## config.mk

```make
export PLATFORM = sky130hd
export DESIGN_NAME = phy_diag_status_irq_regs
export DESIGN_NICKNAME = d
export VERILOG_FILES = /design/src/phy_diag_pkg.sv /design/src/phy_diag_status_irq_regs.sv
export SDC_FILE = /design/constraint.sdc
export NUM_CORES = 1
export LEC_CHECK = 0
export ABC_AREA = 1
export BUFFER_PORTS_ARGS = -buffer_cell sky130_fd_sc_hd__buf_2
export CAP_MARGIN = 20
export CORE_ASPECT_RATIO = 2
export CORE_MARGIN = 4
export CORE_UTILIZATION = 54
export DETAILED_ROUTE_END_ITERATION = 16
export GPL_TIMING_DRIVEN = 0
export PLACE_DENSITY = 0.8
export SLEW_MARGIN = 5
export SYNTH_ARGS = -nofsm -noshare
export SYNTH_HDL_FRONTEND = slang
export SYNTH_SLANG_ARGS = --single-unit
```

## constraint.sdc

```tcl
create_clock -name clk_i -period 1.88 [get_ports clk_i]
set_clock_uncertainty 0.2 [all_clocks]
set_input_delay 0.376 -clock clk_i [delete_from_list [all_inputs] [get_ports clk_i]]
set_output_delay 0.376 -clock clk_i [all_outputs]
set_load 0.1 [all_outputs]
```

## src/phy_diag_pkg.sv

```systemverilog
// Constants and types for the PHY diagnostic, status and event registers
package phy_diag_pkg;

	// Register offsets, as printed
	localparam logic [15:0] OFF_CABLE_DIAG = 16'h0124;
	localparam logic [15:0] OFF_LINK_STATE = 16'h0126;
	localparam logic [15:0] OFF_SYM_ERR_CNT = 16'h012a;
	localparam logic [15:0] OFF_EVENT = 16'h0136;

	// Smallest address width that still holds every offset
	localparam int unsigned ADDR_W_MIN = 9;
	localparam int unsigned DATA_W = 16;

	// Cable diagnostic register fields
	localparam int unsigned DIAG_START_BIT = 15;
	localparam int unsigned DIAG_RSV_HI_BIT = 14;
	localparam int unsigned DIAG_PAIR_MSB = 13;
	localparam int unsigned DIAG_PAIR_LSB = 12;
	localparam int unsigned DIAG_RSV_MSB = 11;
	localparam int unsigned DIAG_RSV_LSB = 10;
	localparam int unsigned DIAG_OUT_MSB = 9;
	localparam int unsigned DIAG_OUT_LSB = 8;
	localparam int unsigned DIAG_DIST_MSB = 7;
	localparam int unsigned DIAG_DIST_LSB = 0;

	// Link state register fields
	localparam int unsigned LINK_GIG_BIT = 1;
	localparam int unsigned LINK_FAST_BIT = 0;

	// Event register fields
	localparam int unsigned EN_MSB = 15;
	localparam int unsigned EN_LSB = 8;
	localparam int unsigned FLAG_MSB = 7;
	localparam int unsigned FLAG_LSB = 0;
	localparam int unsigned EVT_NUM = 8;

	// Event positions inside the flag and enable bytes
	localparam int unsigned EVT_JABBER = 7;
	localparam int unsigned EVT_RX_ERROR = 6;
	localparam int unsigned EVT_PAGE_RX = 5;
	localparam int unsigned EVT_PAR_DET_FAULT = 4;
	localparam int unsigned EVT_PARTNER_ACK = 3;
	localparam int unsigned EVT_LINK_DOWN = 2;
	localparam int unsigned EVT_REMOTE_FAULT = 1;
	localparam int unsigned EVT_LINK_UP = 0;

	// Reset values
	localparam logic [1:0] PAIR_RST = 2'h0;
	localparam logic [1:0] RSV2_RST = 2'h0;
	localparam logic [1:0] OUTCOME_RST = 2'h0;
	localparam logic [7:0] DIST_RST = 8'h00;
	localparam logic [7:0] EN_RST = 8'h00;
	localparam logic [7:0] FLAG_RST = 8'h00;
	localparam logic [15:0] CNT_RST = 16'h0000;
	localparam logic [15:0] RDATA_IDLE = 16'h0000;

	// Cable test outcome codes
	typedef enum logic [1:0] {
		OUTCOME_NORMAL = 2'h0,
		OUTCOME_OPEN = 2'h1,
		OUTCOME_SHORT = 2'h2,
		OUTCOME_FAILED = 2'h3
	} diag_outcome_t;

	// Pair select codes
	typedef enum logic [1:0] {
		PAIR_A = 2'h0,
		PAIR_B = 2'h1,
		PAIR_C = 2'h2,
		PAIR_D = 2'h3
	} diag_pair_t;

endpackage : phy_diag_pkg

```

## src/phy_diag_status_irq_regs.sv

```systemverilog
// Per-port cable diagnostic, link state, error count and event registers
//
// Contract
// - Writing one to bit 15 starts a cable test; self-clears at completion; zero stops.
// - Bit 15 reads one while testing, zero once results are valid.
// - Bits 13:12 select pair A to D; reset value 00.
// - Bits 9:8 report normal, open, short or failed outcome; read-only.
// - Bits 7:0 give fault distance for open or short; read-only.
// - Link state bit 1 shows gigabit link up, bit 0 shows 100 Mb/s.
// - 16-bit count of frames with symbol errors; resets zero, clears on read.
// - Bits 15:8 are read/write event enables, reset zero, jabber down to link up.
// - Bit 7 flags jabber; read-only, resets zero, cleared by reading.
// - Bit 6 flags receive error; read-only, cleared by reading.
// - Bit 5 flags auto-negotiation page received; cleared by reading.
// - Bit 4 flags parallel detection fault; cleared by reading.
// - Bit 3 flags link partner acknowledge; cleared by reading.
// - Bit 2 flags link down; cleared by reading.
// - Bit 1 flags remote fault; cleared by reading.
// - Bit 0 flags link up; cleared by reading.
`timescale 1ns/1ns
module phy_diag_status_irq_regs #(
	parameter int unsigned ADDR_W = 12,
	parameter int unsigned CNT_W = 16
) (
	// Clock and reset
	input wire logic clk_i,
	input wire logic rst_n_i,
	// Register port
	input wire logic [ADDR_W-1:0] addr_i,
	input wire logic [phy_diag_pkg::DATA_W-1:0] wr_data_i,
	input wire logic wr_en_i,
	input wire logic rd_en_i,
	output logic [phy_diag_pkg::DATA_W-1:0] rd_data_o,
	// Cable test engine
	output logic diag_start_o,
	output logic diag_abort_o,
	output logic [1:0] diag_pair_o,
	input wire logic diag_done_i,
	input wire logic [1:0] diag_outcome_i,
	input wire logic [7:0] diag_distance_i,
	// Link state
	input wire logic gig_link_up_i,
	input wire logic fast_link_up_i,
	// Receive frame with symbol error
	input wire logic receive_symbol_error_i,
	// Event pulses, same order as the flag byte
	input wire logic [phy_diag_pkg::EVT_NUM-1:0] event_i,
	// Interrupt request
	output logic irq_o
);
	import phy_diag_pkg::*;

	typedef enum logic {
		DIAG_IDLE,
		DIAG_RUNNING
	} diag_state_t;

	// Elaboration checks: the decoder slices offsets, the counter pads
	if (ADDR_W < ADDR_W_MIN || ADDR_W > DATA_W)
	begin : g_bad_addr_w
		$error("ADDR_W out of range");
	end
	if (CNT_W < 1 || CNT_W > DATA_W)
	begin : g_bad_cnt_w
		$error("CNT_W out of range");
	end
	if (EVT_NUM != EN_MSB - EN_LSB + 1 ||
		EVT_NUM != FLAG_MSB - FLAG_LSB + 1)
	begin : g_bad_evt_num
		$error("event count does not fill the enable and flag bytes");
	end
	if (DIAG_PAIR_MSB - DIAG_PAIR_LSB + 1 != $bits(diag_pair_o))
	begin : g_bad_pair_w
		$error("pair field and engine port differ in width");
	end

	function automatic logic hit(input logic [ADDR_W-1:0] a,
		input logic [15:0] off);
		hit = (a == off[ADDR_W-1:0]);
	endfunction : hit

	// Register selected by an address
	typedef enum logic [2:0] {
		SEL_NONE,
		SEL_DIAG,
		SEL_LINK,
		SEL_CNT,
		SEL_EVENT
	} reg_sel_t;

	// One decoder for the write side and the read side; offsets are
	// compared on the low ADDR_W bits only
	function automatic reg_sel_t decode(input logic [ADDR_W-1:0] a);
		if (hit(a, OFF_CABLE_DIAG))
			decode = SEL_DIAG;
		else if (hit(a, OFF_LINK_STATE))
			decode = SEL_LINK;
		else if (hit(a, OFF_SYM_ERR_CNT))
			decode = SEL_CNT;
		else if (hit(a, OFF_EVENT))
			decode = SEL_EVENT;
		else
			decode = SEL_NONE;
	endfunction : decode

	// Cable test state and fields
	diag_state_t diag_state_reg;
	diag_state_t diag_state_next;
	logic diag_running;
	logic diag_launch;
	logic diag_stop;
	logic done_take;
	logic [1:0] pair_reg;
	logic rsv14_reg;
	logic [1:0] rsv2_reg;
	logic [1:0] outcome_reg;
	logic [7:0] dist_reg;
	logic diag_start_reg;
	logic diag_abort_reg;

	// Link state and error count
	logic gig_link_reg;
	logic fast_link_reg;
	logic [CNT_W-1:0] cnt_reg;
	logic [CNT_W-1:0] cnt_next;

	// Event enables, flags and request
	logic [EVT_NUM-1:0] en_reg;
	logic [EVT_NUM-1:0] flag_reg;
	logic [EVT_NUM-1:0] flag_next;
	logic [EVT_NUM-1:0] en_next;
	logic irq_reg;
	logic irq_next;

	// Register port decode and read word
	reg_sel_t sel;
	logic wr_diag;
	logic wr_event;
	logic rd_cnt;
	logic rd_event;
	logic [DATA_W-1:0] rd_data_reg;
	logic [DATA_W-1:0] rd_data_next;

	assign sel = decode(addr_i);
	assign wr_diag = wr_en_i && (sel == SEL_DIAG);
	assign wr_event = wr_en_i && (sel == SEL_EVENT);
	assign rd_cnt = rd_en_i && (sel == SEL_CNT);
	assign rd_event = rd_en_i && (sel == SEL_EVENT);

	// Start and stop requests carried by a write of the start bit
	assign diag_running = (diag_state_reg == DIAG_RUNNING);
	assign diag_launch = wr_diag && wr_data_i[DIAG_START_BIT];
	assign diag_stop = wr_diag && !wr_data_i[DIAG_START_BIT];

	// A completion beside a write of this register is ignored
	assign done_take = diag_running && diag_done_i && !wr_diag;

	always_comb
	begin
		diag_state_next = diag_state_reg;
		unique case (diag_state_reg)
			DIAG_IDLE:
			begin
				if (diag_launch)
					diag_state_next = DIAG_RUNNING;
			end
			DIAG_RUNNING:
			begin
				// Software stop overrides a completion in the same cycle
				if (diag_stop)
					diag_state_next = DIAG_IDLE;
				else if (done_take)
					diag_state_next = DIAG_IDLE;
			end
		endcase
	end

	always_ff @(posedge clk_i)
	begin
		if (!rst_n_i)
			diag_state_reg <= DIAG_IDLE;
		else
			diag_state_reg <= diag_state_next;
	end

	// engine start strobe on entry to a test
	always_ff @(posedge clk_i)
	begin
		if (!rst_n_i)
			diag_start_reg <= 1'b0;
		else
			diag_start_reg <= (diag_state_reg == DIAG_IDLE) &&
				diag_launch;
	end

	// engine abort strobe when software stops a running test
	always_ff @(posedge clk_i)
	begin
		if (!rst_n_i)
			diag_abort_reg <= 1'b0;
		else
			diag_abort_reg <= diag_running &&
				diag_stop;
	end

	always_ff @(posedge clk_i)
	begin
		if (!rst_n_i)
			pair_reg <= PAIR_RST;
		else if (wr_diag)
			pair_reg <= wr_data_i[DIAG_PAIR_MSB:DIAG_PAIR_LSB];
	end

	// Reserved bits are kept so software reads back what it wrote
	always_ff @(posedge clk_i)
	begin
		if (!rst_n_i)
		begin
			rsv14_reg <= 1'b0;
			rsv2_reg <= RSV2_RST;
		end
		else if (wr_diag)
		begin
			rsv14_reg <= wr_data_i[DIAG_RSV_HI_BIT];
			rsv2_reg <= wr_data_i[DIAG_RSV_MSB:DIAG_RSV_LSB];
		end
	end

	// outcome latches only on an accepted completion
	always_ff @(posedge clk_i)
	begin
		if (!rst_n_i)
			outcome_reg <= OUTCOME_RST;
		else if (done_take)
			outcome_reg <= diag_outcome_i;
	end

	// distance taken with the outcome, whatever its meaning
	always_ff @(posedge clk_i)
	begin
		if (!rst_n_i)
			dist_reg <= DIST_RST;
		else if (done_take)
			dist_reg <= diag_distance_i;
	end

	always_ff @(posedge clk_i)
	begin
		if (!rst_n_i)
			gig_link_reg <= 1'b0;
		else
			gig_link_reg <= gig_link_up_i;
	end

	always_ff @(posedge clk_i)
	begin
		if (!rst_n_i)
			fast_link_reg <= 1'b0;
		else
			fast_link_reg <= fast_link_up_i;
	end

	// count and clear on read; a frame in the read cycle survives
	always_comb
	begin
		cnt_next = cnt_reg;
		if (rd_cnt)
			cnt_next = CNT_W'(receive_symbol_error_i);
		else if (receive_symbol_error_i && !(&cnt_reg))
			cnt_next = cnt_reg + 1'b1;
	end

	// Saturates rather than wrapping, so a full count is never lost
	always_ff @(posedge clk_i)
	begin
		if (!rst_n_i)
			cnt_reg <= CNT_RST[CNT_W-1:0];
		else
			cnt_reg <= cnt_next;
	end

	// enables
	// Writes to the flag byte are dropped; flags clear only on a read
	assign en_next = wr_event ? wr_data_i[EN_MSB:EN_LSB] : en_reg;

	always_ff @(posedge clk_i)
	begin
		if (!rst_n_i)
			en_reg <= EN_RST;
		else
			en_reg <= en_next;
	end

	// event flags, jabber down to link up
	// A pulse in the read cycle sets the flag again, so it is not lost
	// Events are one-cycle pulses on this clock
	for (genvar i = 0; i < EVT_NUM; i++)
	begin : g_flag
		assign flag_next[i] = event_i[i] | (flag_reg[i] & ~rd_event);

		always_ff @(posedge clk_i)
		begin
			if (!rst_n_i)
				flag_reg[i] <= FLAG_RST[i];
			else
				flag_reg[i] <= flag_next[i];
		end
	end

	// enabled flags raise the request
	// Next-state terms put the request on the same edge as its flag
	assign irq_next = |(flag_next & en_next);

	always_ff @(posedge clk_i)
	begin
		if (!rst_n_i)
			irq_reg <= 1'b0;
		else
			irq_reg <= irq_next;
	end

	// start bit shows the test in progress
	always_comb
	begin
		rd_data_next = RDATA_IDLE;
		if (rd_en_i)
		begin
			unique case (sel)
				SEL_DIAG:
					rd_data_next = {diag_running, rsv14_reg, pair_reg,
						rsv2_reg, outcome_reg, dist_reg};
				SEL_LINK:
					rd_data_next = {{(DATA_W-2){1'b0}}, gig_link_reg,
						fast_link_reg};
				SEL_CNT:
					rd_data_next = DATA_W'(cnt_reg);
				SEL_EVENT:
					rd_data_next = {en_reg, flag_reg};
				SEL_NONE:
					rd_data_next = RDATA_IDLE;
			endcase
		end
	end

	// Idle reads return zero, so a stale word is never taken for data
	always_ff @(posedge clk_i)
	begin
		if (!rst_n_i)
			rd_data_reg <= RDATA_IDLE;
		else
			rd_data_reg <= rd_data_next;
	end

	// Every output is a register; nothing combinational leaves the block
	assign rd_data_o = rd_data_reg;
	assign diag_start_o = diag_start_reg;
	assign diag_abort_o = diag_abort_reg;
	assign diag_pair_o = pair_reg;
	assign irq_o = irq_reg;

endmodule : phy_diag_status_irq_regs

```

# [Yosys cells after proc, flatten, opt, wreduce, memory -nomap -nowiden]
# Cells that the tools add are included.
[word_totals] reg_bits=69 latchBits=0 ramBits=0 mem_bits_ro=0 input_bits=54 output_inout_bits=21 wordCells=84 n_memories=0
[op_classes] addsub=1 n_mul=0 n_div=0 magnitude_cmp=0 n_eq_ne=8 shifts=0 muxes=12 n_bitwise=20 reduce_logical=20
[ops] cell="$pmux W16 S5" n=1
[ops] cell="$eq A12 B9 Y1 const B" n=4
[ops] cell="$add A16 B1 Y16 const B" n=1
[ops] cell="$reduce_and A16 Y1" n=1
[ops] cell="$mux W3" n=4
[ops] cell="$logic_and A1 B1 Y1" n=11
[ops] cell="$and A1 B1 Y1" n=8
[ops] cell="$and A8 B8 Y8" n=1
[ops] cell="$mux W8" n=1
[ops] cell="$or A1 B1 Y1" n=8
[ops] cell="$reduce_or A8 Y1" n=1
[ops] cell="$eq A3 B2 Y1 const B" n=2
[ops] cell="$mux W1" n=5
[ops] cell="$eq A3 B1 Y1 const B" n=1
[ops] cell="$eq A3 B3 Y1 const B" n=1
[ops] cell="$logic_not A1 Y1" n=3
[ops] cell="$logic_not A3 Y1" n=1
[ops] cell="$not A1 Y1" n=3
[ops] cell="$pmux W1 S2" n=1
[ops] cell="$reduce_and A2 Y1" n=1
[ops] cell="$reduce_bool A2 Y1" n=1
[ops] cell="$reduce_or A2 Y1" n=1

# [Longest topological paths before layout]
# Gate-level depths: netlist (run 1).
[depth] word_depth=12 depth_mapped=11

# [Least setup slack after synthesis (run 1)]
# Ideal clock, no wire load.
[synth_timing] path_kind="register to register" from="register cnt_reg[0]" to="register cnt_reg[3]" arrival_time_ps=1346 required_ps=1559 slack_ps=212 path_stages_with_launch=9 path_cell_list="dfxtp_1 > ha_1 > nand3_1 > nor3_2 > nand3_1 > nand2_4 > or2_2 > o21ai_0 > a21oi_1"
[synth_via] elab_chain_len=3 word_cells_on_any_way=4
[synth_rtl] item="start, declared" line_no="phy_diag_status_irq_regs.sv:124" text="logic [CNT_W-1:0] cnt_reg;"
[synth_rtl] item="start signal, assigned" line_no="phy_diag_status_irq_regs.sv:277" text="cnt_reg <= CNT_RST[CNT_W-1:0];"
[synth_rtl] item="start signal, assigned" line_no="phy_diag_status_irq_regs.sv:279" text="cnt_reg <= cnt_next;"
[synth_rtl] item="branches (longest 3 deep; another with $add A16 B1 Y16)"
# Parallel ways; which one is timed is not known.
# A chain may end at the register's enable or synchronous reset.

# [Worst setup path in the final report (run 1)]
[layout_timing] from="register cnt_reg[0]" to="register cnt_reg[0]"
[layout_via] elab_chain_len=4 word_cells_on_any_way=7
[layout_rtl] item="branches (longest 4 deep; another with $add A16 B1 Y16)"
# Parallel ways; which one is timed is not known. The select of a mux whose other input is x is not followed.

==> flow_summary.yaml, run 1 <==
die:
  start_util_pct: 55.7
  die_w_um: 63.7
  chipHeight_um: 119
  core_sq_um: 6010
  fp-row-count: 40
  io-pin-count: 75
  die-area_sq_um: 7590
final_layout:
  final_common_cell: "nand2_1"
  diodes: 0
  nFillCells: 511
  final_area_sq_um: 4110
  final_cell_mix: "nand2_1 (105), dfxtp_1 (67), buf_2 (66), inv_1 (54), a21oi_1 (37)"
  layout-drive-gt1-share_pct: 26.2
  stdcell_count: 583
  layout.nets: 570
  utilization_pct: 68.4
  area_delta_synth_final_pct: 22.8
clocking:
  cts_buffer_depth: 2
  clk_pin_slew_worst_paths_ns: 0.05
  htreeDepth: 3
  cts_hold_buffers: 0
  cts_made_buffers: 9
  cts_tree: "done"
  clock_sinks: 69
  clk_latency_ns: 0.34
  cts-root-buf: "clkbuf_16"
sta:
  setup_viol: 0
  drv_slew: 0
  whs_ns: 0.0460
  relSlewSlack_pct: 61.5
  fin_crit_sh_pct: 96.2
  finalWorstPathRequiredPeriod_ns: 1.81
  timing.fmax_mhz: 553
  hold_viol: 0
  worst_slew_pin_slew_ns: 0.577
yosys:
  synth_cell_types: 37
  avgSynthCellArea_sq_um: 7.69
  synth-async-reset-ratio_pct: 0
  synth_edf_count: 0
  synth_ff_type: "dfxtp_1"
  yosysWarnings: 0
  synthesis.nets: 490
  synth.largest_area_cell: "dfxtp_1"
  ys_ff_latch: 69
  ys_seq_area_share_pct: 41.3
  syn_area_sq_um: 3340
  synthTopCellsByArea: "dfxtp_1 (41%), nand2_1 (12%), inv_1 (6.1%)"
  synth_top_area_share_pct: 41.3
  syn_inst: 435
critical_path:
  slowest_stage: "dfxtp_4"
  end_kind: "register"
  path_class: "reg -> reg"
  start_kind: "register"
  worstPathArrival_ns: 1.83
  cp.required_ns: 1.90
  cpPeakStageDelay_ns: 0.38
  cp_cell_sequence: "ha_4, nand3_4, nor3_2, nand3_1, nand2_4, buf_4, xor2_1, a21oi_1"
  cp_max_fo: 7
drt:
  drt_iter0_markers: 239
  drcViolationCount: 0
  wl_per_cell_um: 16.0
  drtAntennaViolNets: 0
  wirelength_um: 9330
  via_per_inst: 5.51
  via_count: 3213
  dr.pass1.iters: 7
power:
  powerDensity_nw_per_um2: 818
  ir_drop_v: 0.000703
  p_total_uw: 3360
  p_leak_uw: 0.00196
global_route:
  antenna_found_initial: 0
  grt_pass1_wl_um: 14800
  grt_overflow: 0
  grt_use_total_pct: 25.5
  grt_max_degree: 11
  grt_pass1_vias: 3166
placed_design:
  port_buffers: 65
  place_congestion: 0.937
  placed_area_sq_um: 3750
  dpl.hpwl_um: 6960
  place_inst: 563
hold_path:
  min_path_type: "in -> reg"
flow_run:
  cap_viol_max_count: 0
status:
  outcome: "complete, no violations"
-- final cells by class --
class / count / area (sq um) / share of cell area, %
Multi-Input combinational cell: 292 / 1680 / 40.8
Sequential cell: 69 / 1390 / 33.8
Timing Repair Buffer: 69 / 355 / 8.65
Clock buffer: 15 / 258 / 6.28
Inverter: 60 / 228 / 5.55
Buffer: 14 / 95.1 / 2.32
Tap cell: 63 / 78.8 / 1.92
Clock inverter: 1 / 30.0 / 0.731
-- Yosys cell counts (all sizes together), types with 6 or more instances --
library cell	count
buf	6
o211ai	13
nand3	27
nor2	43
nor3	11
a21oi	37
o2111ai	15
dfxtp	69
inv	60
nand2	112
clkbuf	8
o21ai	18
-- repair_timing --
| action | 4_1_cts | 5_1_grt |
|---|---|---|
| setup buffers | 2 | 2 |
| resized for setup | 1 | 9 |
| pin swaps | 1 | 2 |
| setup endpoints to repair | 3 | 7 |
-- critical path, delay by kind of cell (launching register included) --
kind,cells,cell delay (ns)
and+or+nand+nor,4,0.54
DFF,1,0.38
xor gates and xnor gates,1,0.17
adders and majority gates,1,0.15
buffers and inverters,1,0.15
AOI/OAI and AO/OA,1,0.08
-- stage by stage --
step / setup WS [ns] / setup TNS [ns]
floorplan: 0.212 / 0
global placement: -0.0591 / -0.367
detailed placement: -0.0945 / -0.966
CTS: 0.0230 / 0
global route: -0.00197 / -0.00197
finish: 0.0720 / 0
-- path summary, 6_finish.rpt --
| check | start | end | slack, ns | cells past startpoint |
|---|---|---|---|---|
| worst max-delay path | cnt_reg[0]$_SDFFE_PN0P_ | cnt_reg[0]$_SDFFE_PN0P_ | 0.07 | 8 |
| worst min-delay path | gig_link_up_i | gig_link_reg$_SDFF_PN0_ | 0.05 | 3 |
| worst max register to register | cnt_reg[0]$_SDFFE_PN0P_ | cnt_reg[0]$_SDFFE_PN0P_ | 0.07 | 8 |
| worst min register to register | rsv2_reg[1]$_SDFFE_PN0P_ | rsv2_reg[1]$_SDFFE_PN0P_ | 0.27 | 2 |
-- cell families (layout without fill, tap and decap cells) --
family | count (synthesis) | in the layout | share of synthesized area [%]
and+or+nand+nor | 202 | 202 | 30.3
AOI/OAI and AO/OA | 84 | 84 | 17.1
buffers and inverters | 74 | 159 | 9.58
DFF | 69 | 69 | 41.3
xor gates and xnor gates | 5 | 5 | 1.31
adders and majority gates | 1 | 1 | 0.374
-- per-layer routing --
metal	GRT usage [%]	share of wire, %	wire [um]
met3	5.94	4.7	435
met2	49.2	57	5300
met5	0	0	0
met1	24.3	35	3270
met4	12.2	3.4	317
-- power by group --
part	internal [uW]	switching (uW)	total, uW
Combinational	77.5	128	206
Sequential	1480	14.8	1500
Clock	1070	590	1650
Total	2630	733	3360
Note: power is estimated with default switching activity, not from simulation.
==> run 2, diff against run 1 <==
--- a/config.mk
+++ b/config.mk
@@ -10,10 +10,9 @@
 export CAP_MARGIN = 20
 export CORE_ASPECT_RATIO = 2
 export CORE_MARGIN = 4
-export CORE_UTILIZATION = 54
+export CORE_UTILIZATION = 58
 export DETAILED_ROUTE_END_ITERATION = 16
-export GPL_TIMING_DRIVEN = 0
-export PLACE_DENSITY = 0.8
+export PLACE_DENSITY = 0.85
 export SLEW_MARGIN = 5
 export SYNTH_ARGS = -nofsm -noshare
 export SYNTH_HDL_FRONTEND = slang
==> constraint.sdc (replaced) <==
create_clock -name clk_i -period 2.1 [get_ports clk_i]
set_clock_uncertainty 0.2 [all_clocks]
set_input_delay 0.105 -clock clk_i [delete_from_list [all_inputs] [get_ports clk_i]]
set_output_delay 0.105 -clock clk_i [all_outputs]
set_load 0.1 [all_outputs]
==> run 2 against run 1 <==
Net effect: register-to-register slack gained 0.13 ns; critical path depth shrank 1; global-route usage is 5.1 points higher; routed wire length grew 8.9%; first-iteration DRC count shrank 33%; via count up 8.3%; sequential power down 11%; final cell count up 5.3%; clock power decreased by 26%; final area is 7.3% higher; setup slack got worse by 0.016 ns; total power fell by 17%; critical endpoint is now outcome_reg[1]$_SDFFE_PN0P_.
==> flow_summary.yaml, run 2 (synthesis gave the netlist of run 1 again) <==
placed_design:
  port_buffers: 66
  dpl.hpwl_um: 6290
  place_congestion: 0.883
  place_inst: 550
die:
  die-area_sq_um: 7120
  chipHeight_um: 115
  core_sq_um: 5520
  die_w_um: 61.7
  io-pin-count: 75
  start_util_pct: 60.6
  fp-row-count: 38
global_route:
  grt_overflow: 0
  grt_max_degree: 32
  grt_use_total_pct: 30.6
  grt-busiest-layer: "met2"
  grtUsageMet3_pct: 7.42
  grt_pass1_vias: 3589
  use_met2_pct: 53.5
  antenna_found_initial: 0
  grt_pass1_wl_um: 16200
  use_met1_pct: 31.1
flow_run:
  cap_viol_max_count: 0
drt:
  drcViolationCount: 0
  wl_per_cell_um: 16.5
  drtAntennaViolNets: 0
  via_per_inst: 5.67
  via_count: 3479
  drt_iter0_markers: 160
  dr.pass1.iters: 5
  wirelength_um: 10200
power:
  internal-power_uw: 2150
  switchingPower_uw: 648
  p_leak_uw: 0.00209
  netSwitchingFraction_pct: 23.1
  seqPwrFrac_pct: 47.7
  ir_drop_v: 0.000769
  powerDensity_nw_per_um2: 636
  combPwrFrac_pct: 8.6
  p_clk_share_pct: 43.6
final_layout:
  nFillCells: 374
  final_common_cell: "nand2_1"
  diodes: 0
  multi_input_area_sq_um: 1660
  area_delta_synth_final_pct: 31.7
  ff_latch_area_sq_um: 1380
  final_cell_mix: "nand2_1 (106), dfxtp_1 (69), buf_2 (65), inv_1 (53), dlygate4sd3_1 (45)"
  stdcell_count: 614
  layout-drive-gt1-share_pct: 24.2
  layout.nets: 604
sta:
  hold_viol: 0
  worst_slew_pin_slew_ns: 0.637
  relSlewSlack_pct: 57.5
  fin_crit_sh_pct: 97.3
  timing.fmax_mhz: 489
  drv_slew: 0
  setup_viol: 0
  finalWorstPathRequiredPeriod_ns: 2.04
  finalSetupTns_ns: 0
  rsz0062_at_grt: "no"
critical_path:
  end_kind: "register"
  cp.required_ns: 2.15
  cp_max_fo: 12
  start_kind: "input port"
  startpoint: "wr_en_i"
  worstPathArrival_ns: 2.10
  path_class: "in -> reg"
  r2r_start: "cnt_reg[0]$_SDFFE_PN0P_"
hold_path:
  min_path_type: "in -> reg"
  hold_path_startpoint: "rd_en_i"
clocking:
  cts-root-buf: "clkbuf_8"
  htreeDepth: 3
  cts_buffer_depth: 2
  clk_pin_slew_worst_paths_ns: 0.07
  clk_latency_ns: 0.36
  cts_made_buffers: 9
  cts_tree: "done"
  clock_sinks: 69
status:
  outcome: "complete, no violations"
run 2: final timing paths:
kind	end	slack [ns]	depth (start not counted)
max reg2reg	cnt_reg[6]$_SDFFE_PP0P_	0.20	9
min reg2reg	rsv2_reg[1]$_SDFFE_PN0P_	0.27	2
min	flag_reg[2]$_SDFF_PN0_	0.03	4
max	outcome_reg[1]$_SDFFE_PN0P_	0.06	7
run 2: cell type report:
class,instances,area share [%]
Clock inverter,2,0.852
Tap cell,60,1.70
Sequential cell,69,31.4
Clock buffer,14,4.38
Timing Repair inverter,1,0.114
Timing Repair Buffer,116,18.6
Inverter,60,5.20
Multi-Input combinational cell,292,37.8
run 2: what timing repair did:
item,4_1_cts,5_1_grt
endpoints found under the hold margin,50,0
endpoints found under the setup margin,0,11
gates resized for setup,0,6
hold buffers,45,0
buffers inserted,0,2
run 2: per-stage QoR:
stage | power [uW] | area [sq um] | hold slack [ns] | utilization (%) | worst slack, ns
final | 2800 | 4400 | 0.0348 | 79.9 | 0.0559
after global routing | 2890 | 4400 | 0.0606 | 79.9 | 0.0198
after CTS | 2790 | 4360 | 0.0289 | 79.0 | 0.0399
after detailed placement | 1530 | 3680 | 0.0950 | 66.7 | 0.241
after global placement | 1520 | 3680 | 0.0927 | 66.7 | 0.306
after floorplan | 1450 | 3340 | -0.0176 | - | 0.432
run 2: layer usage:
metal  wire length, um  up-vias
li1                  -     1658
met1              3380     1570
met2              5520      200
met3               694       51
met4               554        0
met5                 0        -
run 2: power by group through the flow:
stage,clock (uW),sequential (uW),combinational [uW]
2_1_floorplan,0,1360,89.2
3_3_place_gp,0,1360,160
3_5_place_dp,0,1370,164
4_1_cts,1230,1340,225
5_1_grt,1290,1340,262
6_report,1220,1340,241
run 2: worst max-delay path, cell delays in order:
cell and delay [ns]:
dlygate4sd3_1 0.56, clkbuf_4 0.24, nand3_4 0.17, nand3_4 0.16, o21ai_0 0.23, dlygate4sd3_1 0.60, nor2_1 0.05
==> run 3, diff against run 2 <==
--- a/config.mk
+++ b/config.mk
@@ -8,7 +8,7 @@
 export ABC_AREA = 1
 export BUFFER_PORTS_ARGS = -buffer_cell sky130_fd_sc_hd__buf_2
 export CAP_MARGIN = 20
-export CORE_ASPECT_RATIO = 2
+export CORE_ASPECT_RATIO = 0.8
 export CORE_MARGIN = 4
 export CORE_UTILIZATION = 58
 export DETAILED_ROUTE_END_ITERATION = 16
==> run 3 against run 2 <==
Net effect: setup slack improved by 0.053 ns; global-route usage fell by 2.2 points; total power rose by 0.24%; first-iteration DRC count grew to 2.9 times the previous value; critical path depth shrank 1; clock power about the same; non-clock buffer count shrank 10; sequential power is essentially flat; die area decreased by 0.93%; critical endpoint is now diag_abort_o$_SDFF_PN0_; largest power group unchanged.
==> flow_summary.yaml, run 3 (synthesis gave the netlist of run 1 again) <==
status:
  outcome: "complete, no violations"
final_layout:
  nFillCells: 414
  ff_latch_area_sq_um: 1380
  multi_input_area_sq_um: 1640
  layout-drive-gt1-share_pct: 23.8
  final_common_cell: "nand2_1"
  final_area_sq_um: 4300
  area_delta_synth_final_pct: 28.7
  diodes: 0
  final_cell_mix: "nand2_1 (106), dfxtp_1 (69), buf_2 (66), inv_1 (54)"
  layout.nets: 593
drt:
  wl_met3_um: 762
  drtAntennaViolNets: 0
  wl_met1_um: 3920
  dr_wl_met2_um: 4750
  via_count: 3482
  drcViolationCount: 0
  wirelength_um: 9690
  dr.max_layer_used: "met4"
  dr.pass1.iters: 5
  via_per_inst: 5.61
  wl_per_cell_um: 15.6
  drt_iter0_markers: 457
sta:
  fin_crit_sh_pct: 94.8
  hold_viol: 0
  worst_slew_pin_slew_ns: 0.652
  relSlewSlack_pct: 56.5
  finalSetupTns_ns: 0
  drv_slew: 0
  rsz0062_at_grt: "no"
  setup_viol: 0
  timing.fmax_mhz: 502
  finalWorstPathRequiredPeriod_ns: 1.99
die:
  fp-row-count: 24
  die_w_um: 92.9
  core_sq_um: 5530
  start_util_pct: 60.5
  chipHeight_um: 75.9
  die-area_sq_um: 7050
  io-pin-count: 75
critical_path:
  worstPathArrival_ns: 2.08
  end_kind: "register"
  cp.required_ns: 2.19
  start_kind: "input port"
  reg2reg_slack_ns: 0.18
  cp_max_fo: 25
  path_class: "in -> reg"
global_route:
  grt_max_degree: 32
  antenna_found_initial: 0
  grt_pass1_wl_um: 16100
  grt_overflow: 0
  grt_use_total_pct: 28.5
  grt_pass1_vias: 3405
clocking:
  clk_pin_slew_worst_paths_ns: 0.07
  clock_sinks: 69
  cts_tree: "done"
  clk_latency_ns: 0.35
  cts-root-buf: "clkbuf_8"
  cts_buffer_depth: 2
  htreeDepth: 3
  cts_made_buffers: 9
placed_design:
  dpl.hpwl_um: 6480
  placed_area_sq_um: 3700
  port_buffers: 66
  place_congestion: 0.900
flow_run:
  cap_viol_max_count: 0
power:
  powerDensity_nw_per_um2: 652
  p_leak_uw: 0.00205
  ir_drop_v: 0.000395
hold_path:
  min_path_type: "in -> reg"
## run 3: worst paths after layout
check                        endpoint  depth (start not counted)                startpoint
max reg2reg   cnt_reg[8]$_SDFFE_PP0P_                         11   cnt_reg[0]$_SDFFE_PN0P_
min              en_reg[7]$_SDFF_PN0_                          6                 addr_i[0]
min reg2reg  rsv2_reg[0]$_SDFFE_PN0P_                          2  rsv2_reg[0]$_SDFFE_PN0P_
max           diag_abort_o$_SDFF_PN0_                          6                   rst_n_i
## run 3: power breakdown
part           switching, uW  internal, uW  total (uW)
clock                    514           735        1250
sequential              11.5          1320        1340
combinational            116           105         220
total                    641          2160        2810
## run 3: worst max-delay path: stages
cell and delay, ns:
dlygate4sd3_1 0.52, buf_2 0.26, inv_1 0.06, buf_4 0.22, nor4_1 0.31, dlygate4sd3_1 0.60
## run 3: metrics by stage
step / setup WS [ns] / total power, uW / hold slack, ns / utilization [%] / cells
floorplan: 0.432 / 1450 / -0.0176 / - / 435
global placement: 0.297 / 1530 / 0.102 / 67.0 / 568
detailed placement: 0.229 / 1530 / 0.102 / 67.0 / 568
CTS: 0.212 / 2790 / 0.0453 / 77.9 / 621
global route: 0.0395 / 2900 / 0.0751 / 77.9 / 621
finish: 0.109 / 2810 / 0.0540 / 77.9 / 621
## run 3: routing by layer
metal / track usage (%) / vias to the layer above
met4: 8.64 / 0
met2: 47.8 / 193
met3: 7.43 / 32
met1: 35.7 / 1624
met5: 0 / -
li1: - / 1633
## run 3: area by class of cell
type / instances / area share (%)
multi-input combinational: 292 / 38.2
clock inverter: 5 / 1.89
clock buffer: 11 / 3.52
sequential: 69 / 32.1
tap: 78 / 2.27
timing repair buffer: 106 / 16.8
inverter: 60 / 5.23
## run 3: what timing repair did
item | CTS | global route
hold endpoints to repair | 46 | 0
resized for setup | 0 | 0
setup buffers | 0 | 0
hold buffers | 37 | 0
